===== config.mk =====
export PLATFORM = sky130hd
export DESIGN_NAME = timer_counter_core
export DESIGN_NICKNAME = d
export VERILOG_FILES = /design/src/rtl/timer_pkg.sv /design/src/rtl/timer_counter_core.sv
export VERILOG_INCLUDE_DIRS = /design/src /design/src/rtl
export SDC_FILE = /design/constraint.sdc
export NUM_CORES = 1
export LEC_CHECK = 0
export BUFFER_PORTS_ARGS = -buffer_cell sky130_fd_sc_hd__buf_2
export CORE_MARGIN = 2
export CORE_UTILIZATION = 40
export DETAILED_ROUTE_END_ITERATION = 16
export PLACE_DENSITY = 0.68
export SLEW_MARGIN = 25
export SYNTH_ARGS = -nofsm -noshare
export SYNTH_HDL_FRONTEND = slang
export SYNTH_SLANG_ARGS = --single-unit

===== constraint.sdc =====
create_clock -name ref_clk -period 3.5 [get_ports ref_clk]
set_input_delay 0.525 -clock ref_clk [delete_from_list [all_inputs] [get_ports ref_clk]]
set_output_delay 0.525 -clock ref_clk [all_outputs]
set_load 0.01 [all_outputs]

===== src/rtl/timer_params.svh =====
// register map, field positions, reset values and widths of the timer core
`ifndef TIMER_PARAMS_SVH
`define TIMER_PARAMS_SVH
`define ADDR_W 5
`define DATA_W 32
`define BYTE_PAD 24'h000000
`define ADDR_CTRL 5'h00
`define ADDR_CNT_HI 5'h04
`define ADDR_CNT_LO 5'h08
`define ADDR_MOD_HI 5'h0c
`define ADDR_MOD_LO 5'h10
`define FLAG_BIT 7
`define IRQ_EN_BIT 6
`define HALT_BIT 5
`define CLEAR_BIT 4
`define PS_MSB 2
`define PS_LSB 0
`define HI_MSB 15
`define HI_LSB 8
`define LO_MSB 7
`define LO_LSB 0
`define PS_EXT 3'h7
`define PS_RESET 3'h0
`define HALT_RESET 1'b1
`define CNT_RESET 16'h0000
`define CNT_ONE 16'h0001
`define MOD_RESET 16'hffff
`define BYTE_ZERO 8'h00
`define PRE_RESET 6'h00
`define PRE_ONE 6'h01
`define MASK_ONE 7'h01
`endif


===== src/rtl/timer_pkg.sv =====
// types shared by the timer core
package timer_pkg;
	typedef logic [7:0] byte_t;
	typedef logic [15:0] count_t;
	typedef logic [2:0] prescale_t;
	typedef enum logic {bus_idle, bus_answer} bus_state_t;
endpackage


===== src/rtl/timer_counter_core.sv =====
// 16-bit modulo timer core with prescaler and avalon-mm register slave
`include "timer_params.svh"
`timescale 1ns/1ps
`default_nettype none
module timer_counter_core (
	// clock and reset
	input wire logic ref_clk,
	input wire logic rst_n,
	// avalon-mm slave
	input wire logic [`ADDR_W-1:0] avs_address,
	input wire logic avs_read,
	input wire logic avs_write,
	input wire logic [`DATA_W-1:0] avs_writedata,
	input wire logic [3:0] avs_byteenable,
	output var logic [`DATA_W-1:0] avs_readdata,
	output var logic avs_waitrequest,
	// system state
	input wire logic break_active,
	input wire logic break_clear_permit,
	input wire logic wait_mode,
	// external clock pin
	input wire logic ext_timer_clock_pin,
	output var logic ext_clock_pin_input,
	// channel logic
	input wire logic [1:0] channel_event_flag,
	input wire logic [1:0] channel_irq_enable,
	output var logic [1:0] channel_irq_req,
	output var timer_pkg::count_t counter_value,
	output var logic overflow_tick,
	// processor requests
	output var logic overflow_irq_req,
	output var logic wake_req
);
	import timer_pkg::*;

	bus_state_t bus_state_reg;
	logic waitrequest_reg;
	logic [`DATA_W-1:0] readdata_reg;
	byte_t snap_low_reg;
	byte_t read_byte;
	logic req;
	logic accept;
	logic acc_rd;
	logic acc_wr;
	logic sel_ctrl;
	logic sel_cnt_hi;
	logic sel_cnt_lo;
	logic sel_mod_hi;
	logic sel_mod_lo;
	logic protect;

	logic flag_reg;
	logic irq_en_reg;
	logic halt_reg;
	prescale_t ps_reg;
	logic arm_reg;
	count_t cnt_reg;
	count_t mod_reg;
	logic mod_inhibit_reg;
	logic [5:0] pre_cnt_reg;
	logic [5:0] pre_mask;
	logic latched_reg;
	byte_t low_buf_reg;
	count_t cnt_step;
	logic run;
	logic tick;
	logic wrap;
	logic ovf_event;
	logic clr_hit;
	logic clear_ok;

	logic ext_s1_reg;
	logic ext_s2_reg;
	logic ext_s3_reg;
	logic ext_stable_reg;
	logic ext_rise;

	logic ovf_irq_reg;
	logic [1:0] ch_irq_reg;
	logic wake_reg;
	logic ext_input_reg;
	logic ovf_tick_reg;

	// bus decode; a request is taken on the edge where waitrequest is low
	assign req = avs_read | avs_write;
	assign accept = (bus_state_reg == bus_answer) && req;
	assign acc_rd = accept && avs_read;
	assign acc_wr = accept && avs_write && avs_byteenable[0];
	assign sel_ctrl = (avs_address == `ADDR_CTRL);
	assign sel_cnt_hi = (avs_address == `ADDR_CNT_HI);
	assign sel_cnt_lo = (avs_address == `ADDR_CNT_LO);
	assign sel_mod_hi = (avs_address == `ADDR_MOD_HI);
	assign sel_mod_lo = (avs_address == `ADDR_MOD_LO);
	assign protect = break_active && !break_clear_permit;

	// registers are out of reach in wait mode, so requests just stall
	always_ff @(posedge ref_clk or negedge rst_n)
	begin
		if (!rst_n)
		begin
			bus_state_reg <= bus_idle;
			waitrequest_reg <= 1'b1;
		end
		else
		begin
			unique case (bus_state_reg)
				bus_idle:
				begin
					if (req && !wait_mode)
					begin
						bus_state_reg <= bus_answer;
						waitrequest_reg <= 1'b0;
					end
				end
				bus_answer:
				begin
					bus_state_reg <= bus_idle;
					waitrequest_reg <= 1'b1;
				end
			endcase
		end
	end

	always_comb
	begin
		read_byte = `BYTE_ZERO;
		if (sel_ctrl)
		begin
			read_byte[`FLAG_BIT] = flag_reg;
			read_byte[`IRQ_EN_BIT] = irq_en_reg;
			read_byte[`HALT_BIT] = halt_reg;
			read_byte[`PS_MSB:`PS_LSB] = ps_reg;
		end
		else if (sel_cnt_hi)
			read_byte = cnt_reg[`HI_MSB:`HI_LSB];
		else if (sel_cnt_lo)
			read_byte = latched_reg ? low_buf_reg : cnt_reg[`LO_MSB:`LO_LSB];
		else if (sel_mod_hi)
			read_byte = mod_reg[`HI_MSB:`HI_LSB];
		else if (sel_mod_lo)
			read_byte = mod_reg[`LO_MSB:`LO_LSB];
	end

	// read data and the low-byte snapshot are taken together, so a latched
	// low byte pairs with the high byte of the read that latched it
	always_ff @(posedge ref_clk or negedge rst_n)
	begin
		if (!rst_n)
		begin
			readdata_reg <= {`BYTE_PAD, `BYTE_ZERO};
			snap_low_reg <= `BYTE_ZERO;
		end
		else if (bus_state_reg == bus_idle && req)
		begin
			readdata_reg <= {`BYTE_PAD, read_byte};
			snap_low_reg <= cnt_reg[`LO_MSB:`LO_LSB];
		end
	end

	// external clock: three stages, a rising edge counts once stages two and
	// three agree
	always_ff @(posedge ref_clk or negedge rst_n)
	begin
		if (!rst_n)
		begin
			ext_s1_reg <= 1'b0;
			ext_s2_reg <= 1'b0;
			ext_s3_reg <= 1'b0;
			ext_stable_reg <= 1'b0;
		end
		else
		begin
			ext_s1_reg <= ext_timer_clock_pin;
			ext_s2_reg <= ext_s1_reg;
			ext_s3_reg <= ext_s2_reg;
			if (ext_s2_reg == ext_s3_reg)
				ext_stable_reg <= ext_s3_reg;
		end
	end
	assign ext_rise = (ext_s2_reg == ext_s3_reg) && ext_s3_reg &&
		!ext_stable_reg;

	// counting engine
	assign run = !halt_reg && !break_active;
	assign clr_hit = acc_wr && sel_ctrl && avs_writedata[`CLEAR_BIT];
	assign pre_mask = 6'((`MASK_ONE << ps_reg) - `MASK_ONE);
	assign tick = run && !clr_hit && ((ps_reg == `PS_EXT) ? ext_rise :
		((pre_cnt_reg & pre_mask) == pre_mask));
	assign cnt_step = (cnt_reg == mod_reg) ? `CNT_RESET :
		16'(cnt_reg + `CNT_ONE);
	assign wrap = tick && (cnt_step == mod_reg);
	assign ovf_event = wrap && !mod_inhibit_reg;

	always_ff @(posedge ref_clk or negedge rst_n)
	begin
		if (!rst_n)
			pre_cnt_reg <= `PRE_RESET;
		else if (clr_hit)
			pre_cnt_reg <= `PRE_RESET;
		else if (run)
			pre_cnt_reg <= 6'(pre_cnt_reg + `PRE_ONE);
	end

	always_ff @(posedge ref_clk or negedge rst_n)
	begin
		if (!rst_n)
			cnt_reg <= `CNT_RESET;
		else if (clr_hit)
			cnt_reg <= `CNT_RESET;
		else if (tick)
			cnt_reg <= cnt_step;
	end

	// control bits; the clear bit has no storage and reads as zero
	always_ff @(posedge ref_clk or negedge rst_n)
	begin
		if (!rst_n)
		begin
			irq_en_reg <= 1'b0;
			halt_reg <= `HALT_RESET;
			ps_reg <= `PS_RESET;
		end
		else if (acc_wr && sel_ctrl)
		begin
			irq_en_reg <= avs_writedata[`IRQ_EN_BIT];
			halt_reg <= avs_writedata[`HALT_BIT];
			ps_reg <= avs_writedata[`PS_MSB:`PS_LSB];
		end
	end

	// two-step flag clear; a protected break access neither arms nor
	// clears, but an arm made before the break survives it
	assign clear_ok = acc_wr && sel_ctrl && !avs_writedata[`FLAG_BIT] &&
		arm_reg && !protect;

	always_ff @(posedge ref_clk or negedge rst_n)
	begin
		if (!rst_n)
			arm_reg <= 1'b0;
		else if (ovf_event || clear_ok)
			arm_reg <= 1'b0;
		else if (acc_rd && sel_ctrl && readdata_reg[`FLAG_BIT] && !protect)
			arm_reg <= 1'b1;
	end

	always_ff @(posedge ref_clk or negedge rst_n)
	begin
		if (!rst_n)
			flag_reg <= 1'b0;
		else if (ovf_event)
			flag_reg <= 1'b1;
		else if (clear_ok)
			flag_reg <= 1'b0;
	end

	// counter read latch
	always_ff @(posedge ref_clk or negedge rst_n)
	begin
		if (!rst_n)
		begin
			latched_reg <= 1'b0;
			low_buf_reg <= `BYTE_ZERO;
		end
		else if (acc_rd && sel_cnt_lo)
			latched_reg <= 1'b0;
		else if (acc_rd && sel_cnt_hi && !latched_reg)
		begin
			latched_reg <= 1'b1;
			low_buf_reg <= snap_low_reg;
		end
	end

	// modulo pair; the high byte takes effect at once, the inhibit masks the flag
	// set and the arm clear, not the wrap, on a match against a half-written value
	always_ff @(posedge ref_clk or negedge rst_n)
	begin
		if (!rst_n)
		begin
			mod_reg <= `MOD_RESET;
			mod_inhibit_reg <= 1'b0;
		end
		else if (acc_wr && sel_mod_hi)
		begin
			mod_reg[`HI_MSB:`HI_LSB] <= avs_writedata[`LO_MSB:`LO_LSB];
			mod_inhibit_reg <= 1'b1;
		end
		else if (acc_wr && sel_mod_lo)
		begin
			mod_reg[`LO_MSB:`LO_LSB] <= avs_writedata[`LO_MSB:`LO_LSB];
			mod_inhibit_reg <= 1'b0;
		end
	end

	// registered outputs
	always_ff @(posedge ref_clk or negedge rst_n)
	begin
		if (!rst_n)
		begin
			ovf_irq_reg <= 1'b0;
			ch_irq_reg <= 2'b00;
			wake_reg <= 1'b0;
			ext_input_reg <= 1'b0;
			ovf_tick_reg <= 1'b0;
		end
		else
		begin
			ovf_irq_reg <= flag_reg && irq_en_reg;
			ch_irq_reg <= channel_event_flag & channel_irq_enable;
			wake_reg <= wait_mode && ((flag_reg && irq_en_reg) ||
				(|(channel_event_flag & channel_irq_enable)));
			ext_input_reg <= (ps_reg == `PS_EXT);
			ovf_tick_reg <= wrap;
		end
	end

	assign avs_readdata = readdata_reg;
	assign avs_waitrequest = waitrequest_reg;
	assign overflow_irq_req = ovf_irq_reg;
	assign channel_irq_req = ch_irq_reg;
	assign wake_req = wake_reg;
	assign ext_clock_pin_input = ext_input_reg;
	assign overflow_tick = ovf_tick_reg;
	assign counter_value = cnt_reg;
endmodule
`default_nettype wire


==> flow_metrics.py, run 1 <==
metrics = {
    "placed_design": {
        "gp_congestion": 0.9338,
        "place_area_sq_mm": 0.005230,
        "pre_cts_slack_ns": 0.3975,
        "post-dp-hpwl_mm": 9.289,
        "portBuffers": 56,
        "dp_cells": 677,
    },
    "power_and_ir_drop": {
        "power_frac_comb": 0.234,
        "internal_power_mw": 2.006,
        "p_leak_nw": 2.468,
        "seq_power_share": 0.433,
        "pwr-share-clk": 0.333,
        "peakVddDrop_mv": 0.2122,
        "finalPower_mw": 2.954,
        "swShare": 0.3209,
        "p_per_area_mw_per_mm2": 532.4,
        "switchingPower_mw": 0.9479,
    },
    "finish": {
        "stdcell_count": 693,
        "area_growth_pct": 13.31,
        "final_layout_size_suffix_gt1_frac": 0.3040,
        "finalInstanceArea_sq_mm": 0.005548,
        "n_antenna_cell": 0,
        "nNetsFinal": 597,
        "fillers": 1133,
        "mostFrequentLayoutCell": "dfrtp_1",
        "final_core_util": 0.4638,
        "layout_common_cells": "dfrtp_1 (65), buf_2 (55), mux2_2 (46), nand2_1 (43), nor2_1 (41)",
    },
    "critical_path": {
        "cp_data_required_time_ns": 3.75,
        "slowest_delay_ns": 0.56,
        "cp.depth": 9,
        "cp.arrival_ns": 3.38,
        "slowest_stage": "dfrtp_1",
        "crit_path_cell_trace": "ha_1 -> nand2_1 -> nor2_1 -> nand4_1 -> xnor2_1 -> or4_1 -> o311ai_0 -> nand4_1 -> nor4_2",
        "path_class": "flip-flop to flip-flop",
        "cp_top_family": "simple AND/OR/NAND/NOR gates",
        "r2r_slack_ns": 0.37,
        "path_max_fanout": 7,
        "r2r_end": "overflow_tick$_DFF_PN0_",
        "crit_start": "counter_value[1]$_DFFE_PN0P_",
        "cp-end-kind": "flip-flop",
        "cp_num_buf_inv": 0,
        "crit_top_cell": "nand4_1",
        "worstRegToRegCells": 9,
        "endpoint": "overflow_tick$_DFF_PN0_",
        "rr_startpoint": "counter_value[1]$_DFFE_PN0P_",
        "critical_path.startpoint_type": "flip-flop",
    },
    "detailed_routing": {
        "firstDrtPassIters": 5,
        "wl_per_cell_um": 18.05,
        "drtAntennaViolNets": 0,
        "vias": 3825,
        "wirelength_mm": 12.51,
        "via_per_inst": 5.519,
        "drc": 0,
        "drt-initial-drc-count": 372,
    },
    "global_route": {
        "grt-ovfl-total": 0,
        "grt_pass1_vias": 3818,
        "antenna_found_initial": 0,
        "grt_usage": 0.2014,
        "grt_max_degree": 84,
        "grt_first_pass_wirelength_mm": 20.31,
    },
    "synthesis": {
        "syn_area_per_cell_sq_um": 10.01,
        "yosysTopAreaCell": "dfrtp_1",
        "synthTopCellsByArea": "dfrtp_1 (33%), mux2_2 (11%), dfstp_2 (9.7%), xnor2_1 (4.7%), buf_4 (4.6%)",
        "yosys.area.top_type_share": 0.3322,
        "seq_area_frac_synth": 0.4288,
        "ys_types": 61,
        "yosysWarnings": 0,
        "synth_flop_cell": "dfrtp_1",
        "synth_cells": 489,
        "ys_seq_elements": 83,
        "synth_enable_flop_cells": 0,
        "async_flop_share": 1.000,
        "syn_area_sq_mm": 0.004896,
    },
    "timing": {
        "post-route-period-util": 0.8946,
        "rsz0062_at_grt": "false",
        "fin_worst_skew_ns": 0.008958,
        "clock.fmax_ghz": 0.3194,
        "setup_violations": 0,
        "final-max-slew-violation-count": 0,
        "period_needed_ns": 3.131,
        "finalHoldViolCount": 0,
        "fin_tns_setup_ns": 0,
        "worst_pin_slew_ns": 0.8485,
        "relSlewSlack": 0.4300,
        "holdWs_ns": 0.1903,
        "setup_ws_ns": 0.3689,
    },
    "clock_tree": {
        "clk_latency_ns": 0.35,
        "cts_resized": 0,
        "cts_tree": "done",
        "htree_levels": 3,
        "numCtsBuffers": 9,
        "cts.clk_slew.worst_paths_ns": 0.06,
        "cts_num_sinks": 83,
        "post_cts_buffers": 0,
        "cts.path.max_buffers": 2,
        "clockRootBuffer": "clkbuf_16",
        "cts_hold_buf": 0,
    },
    "die": {
        "die-area_sq_mm": 0.01314,
        "initial_core_util": 0.4093,
        "dieHeight_um": 114.6,
        "io_pins": 108,
        "rows": 40,
        "core_sq_mm": 0.01196,
        "die_width_um": 114.6,
    },
    "flow_run": {
        "drv_cap": 0,
    },
    "outcome": {
        "outcome": "completed",
    },
    "worst_hold_path": {
        "hold_path_class": "input port to asynchronous set/reset pin",
    },
}
## power groups by stage
stage               logic (mW)  registers (mW)  clock network, mW
finish                   0.690            1.28              0.984
global route             0.772            1.30               1.05
CTS                      0.691            1.28               1.00
detailed placement       0.684            1.29                  0
global placement         0.668            1.28                  0
floorplan                0.544            1.22                  0
## layout make-up
class / instances / area [sq um] / share of cell area
Tap cell: 147 / 183.9 / 0.03315
Clock buffer: 13 / 260.3 / 0.04691
Inverter: 7 / 26.28 / 0.004736
Clock inverter: 3 / 46.29 / 0.008345
Sequential cell: 83 / 2100 / 0.3784
Multi-Input combinational cell: 368 / 2525 / 0.4551
Timing Repair Buffer: 72 / 406.6 / 0.07330
## per-layer routing
layer,track usage,share of wire,vias to the layer above
met5,0,0,-
met4,0.06098,0.017,0
met3,0.05241,0.050,19
met2,0.3235,0.47,114
met1,0.2673,0.47,1900
li1,-,-,1792
## how the worst min path moves through the flow
stage / start / endpoint / slack (ns) / cells past startpoint
floorplan: rst_n / arm_reg$_DFFE_PN0P_ / 0.23 / 0
CTS: ext_timer_clock_pin / ext_s1_reg$_DFF_PN0_ / 0.27 / 1
global route: ext_timer_clock_pin / ext_s1_reg$_DFF_PN0_ / 0.28 / 1
global placement: ext_s1_reg$_DFF_PN0_ / ext_s2_reg$_DFF_PN0_ / 0.33 / 0
finish: rst_n / avs_readdata[6]$_DFFE_PN0P_ / 0.19 / 1
detailed placement: ext_s1_reg$_DFF_PN0_ / ext_s2_reg$_DFF_PN0_ / 0.34 / 0
## logic make-up after synthesis
logic type	share of synthesized area
AO/OA/AOI/OAI	0.1237
XOR/XNOR	0.07156
adder cells (fa/ha/maj)	0.007668
buffers and inverters	0.07539
flip-flops	0.4288
multiplexers	0.1119
other	0.0007659
AND/OR/NAND/NOR	0.1802
## Yosys cell counts, drive strengths merged, types with 6 or more instances
master / number
xnor2: 26
inv: 6
nand2b: 11
xor2: 14
nand3: 10
dfrtp: 65
a31oi: 10
mux2: 46
nand4: 12
dfstp: 18
clkbuf: 12
buf: 42
o21ai: 40
nor3: 8
nand2: 44
nor4: 6
nor2: 41
a21oi: 12
No activity file was read; power rests on OpenSTA's default activity.
==> run 2, diff against run 1 <==
--- a/config.mk
+++ b/config.mk
@@ -10,7 +10,7 @@
 export CORE_MARGIN = 2
 export CORE_UTILIZATION = 40
 export DETAILED_ROUTE_END_ITERATION = 16
-export PLACE_DENSITY = 0.68
+export PLACE_DENSITY = 0.64
 export SLEW_MARGIN = 25
 export SYNTH_ARGS = -nofsm -noshare
 export SYNTH_HDL_FRONTEND = slang
==> run 2 against run 1 <==
Compared with the run above:
- global-route usage decreased by 1.2 points
- first-iteration DRC count shrank 29%
- critical endpoint unchanged
- final area fell by 1.4%
- clock power fell by 12%
- worst setup slack improved by 0.055 ns
- sequential share of layout area up 0.55 points
- largest power group unchanged
- clock skew down 0.0029 ns
- register-to-register slack improved by 0.05 ns
- power down 4.7%
- maximum frequency increased by 1.8%
- routed wire length down 3.8%
==> flow_metrics.py, run 2 (synthesis gave the netlist of run 1 again) <==
metrics = {
    "outcome": {
        "outcome": "completed",
    },
    "timing": {
        "rsz0062_at_grt": "false",
        "post-route-period-util": 0.8789,
        "relSlewSlack": 0.4810,
        "worst_pin_slew_ns": 0.7757,
        "period_needed_ns": 3.076,
        "final-max-slew-violation-count": 0,
        "fin_tns_setup_ns": 0,
        "setup_violations": 0,
        "clock.fmax_ghz": 0.3251,
        "finalHoldViolCount": 0,
        "fin_worst_skew_ns": 0.006018,
    },
    "die": {
        "die-area_sq_mm": 0.01314,
        "initial_core_util": 0.4093,
        "die_width_um": 114.6,
        "io_pins": 108,
        "core_sq_mm": 0.01196,
        "rows": 40,
        "dieHeight_um": 114.6,
    },
    "power_and_ir_drop": {
        "p_per_area_mw_per_mm2": 514.8,
        "finalPower_mw": 2.815,
        "p_leak_nw": 2.422,
        "peakVddDrop_mv": 0.2622,
    },
    "detailed_routing": {
        "drc": 0,
        "wl_per_cell_um": 17.46,
        "vias": 3828,
        "drtAntennaViolNets": 0,
        "drt-initial-drc-count": 265,
        "firstDrtPassIters": 5,
        "wirelength_mm": 12.03,
        "via_per_inst": 5.556,
    },
    "clock_tree": {
        "cts_tree": "done",
        "cts_hold_buf": 0,
        "cts_resized": 0,
        "cts.path.max_buffers": 2,
        "cts_num_sinks": 83,
        "htree_levels": 3,
        "post_cts_buffers": 0,
        "numCtsBuffers": 9,
        "cts.clk_slew.worst_paths_ns": 0.06,
        "clockRootBuffer": "clkbuf_16",
        "clk_latency_ns": 0.33,
    },
    "finish": {
        "mostFrequentLayoutCell": "dfrtp_1",
        "fillers": 1106,
        "layout_common_cells": "dfrtp_1 (65), buf_2 (55), mux2_2 (46), nand2_1 (43), nor2_1 (41)",
        "area_growth_pct": 11.68,
        "finalInstanceArea_sq_mm": 0.005468,
        "final_layout_size_suffix_gt1_frac": 0.2952,
        "nNetsFinal": 593,
        "n_antenna_cell": 0,
    },
    "critical_path": {
        "path_max_fanout": 7,
        "r2r_end": "overflow_tick$_DFF_PN0_",
        "cp_data_required_time_ns": 3.73,
        "cp-end-kind": "flip-flop",
        "worstRegToRegCells": 9,
        "r2r_slack_ns": 0.42,
        "crit_start": "counter_value[1]$_DFFE_PN0P_",
        "endpoint": "overflow_tick$_DFF_PN0_",
        "cp.arrival_ns": 3.31,
        "rr_startpoint": "counter_value[1]$_DFFE_PN0P_",
        "critical_path.startpoint_type": "flip-flop",
        "path_class": "flip-flop to flip-flop",
    },
    "placed_design": {
        "gp_congestion": 0.8828,
        "place_area_sq_mm": 0.005200,
        "post-dp-hpwl_mm": 8.875,
        "portBuffers": 56,
    },
    "global_route": {
        "grt_first_pass_wirelength_mm": 19.42,
        "antenna_found_initial": 1,
        "grt_pass1_vias": 3529,
        "grt_max_degree": 84,
        "grt-ovfl-total": 0,
        "grt_usage": 0.1896,
    },
    "worst_hold_path": {
        "hold_path_class": "input port to asynchronous set/reset pin",
    },
    "flow_run": {
        "drv_cap": 0,
    },
}
==> run 2: cell count changes in the layout (fill, tap and decap cells not counted) <==
cell | previous run | this run
clkbuf_1 | 2 | 4
bufinv_16 | 1 | 0
clkinvlp_4 | 1 | 2
buf_4 | 16 | 12
o21bai_4 | 1 | 0
o21bai_2 | 0 | 1
clkbuf_8 | 2 | 0
==> run 2: metal layers <==
layer / vias to the layer above / share of wire / global-route usage
li1: 1781 / - / -
met1: 1899 / 0.45 / 0.2612
met2: 132 / 0.48 / 0.3022
met3: 16 / 0.050 / 0.03335
met4: 0 / 0.021 / 0.06423
met5: - / 0 / 0
==> run 2: final cells by class <==
class	count	area, sq um	area share
Clock inverter	3	23.77	0.004348
Tap cell	147	183.9	0.03364
Timing Repair Buffer	68	376.6	0.06888
Clock buffer	13	240.2	0.04394
Sequential cell	83	2100	0.3840
Inverter	7	26.28	0.004805
Multi-Input combinational cell	368	2517	0.4604
==> run 2: worst min path at each step <==
| stage | endpoint | slack, ns | cells after the start |
|---|---|---|---|
| after floorplan | arm_reg$_DFFE_PN0P_ | 0.23 | 0 |
| after global placement | ext_s2_reg$_DFF_PN0_ | 0.34 | 0 |
| after detailed placement | ext_s2_reg$_DFF_PN0_ | 0.34 | 0 |
| after CTS | ext_s1_reg$_DFF_PN0_ | 0.29 | 1 |
| after global routing | ext_s1_reg$_DFF_PN0_ | 0.29 | 1 |
| final | counter_value[3]$_DFFE_PN0P_ | 0.20 | 1 |
==> run 2: worst max-delay path: stages (launching register included) <==
cell	delay [ns]
dfrtp_1	0.57
ha_1	0.28
nand2_1	0.12
nor2_1	0.41
nand4_1	0.27
xnor2_1	0.22
or4_1	0.40
o311ai_0	0.10
nand4_1	0.25
nor4_2	0.34
==> run 2: metrics by stage <==
step	instances	hold slack (ns)	util	setup slack, ns
floorplan	512	0.2294	-	0.7861
global placement	673	0.3362	0.4347	0.5393
detailed placement	673	0.3371	0.4347	0.4998
CTS	689	0.2883	0.4568	0.4463
global route	689	0.2856	0.4571	0.2568
finish	689	0.1952	0.4571	0.4238
==> run 2: power breakdown <==
part	switching, mW	total [mW]	leakage [nW]	internal [mW]
registers	0.191	1.29	1.05	1.10
logic	0.357	0.662	1.25	0.305
clock network	0.382	0.866	0.120	0.485
total	0.930	2.81	2.42	1.88
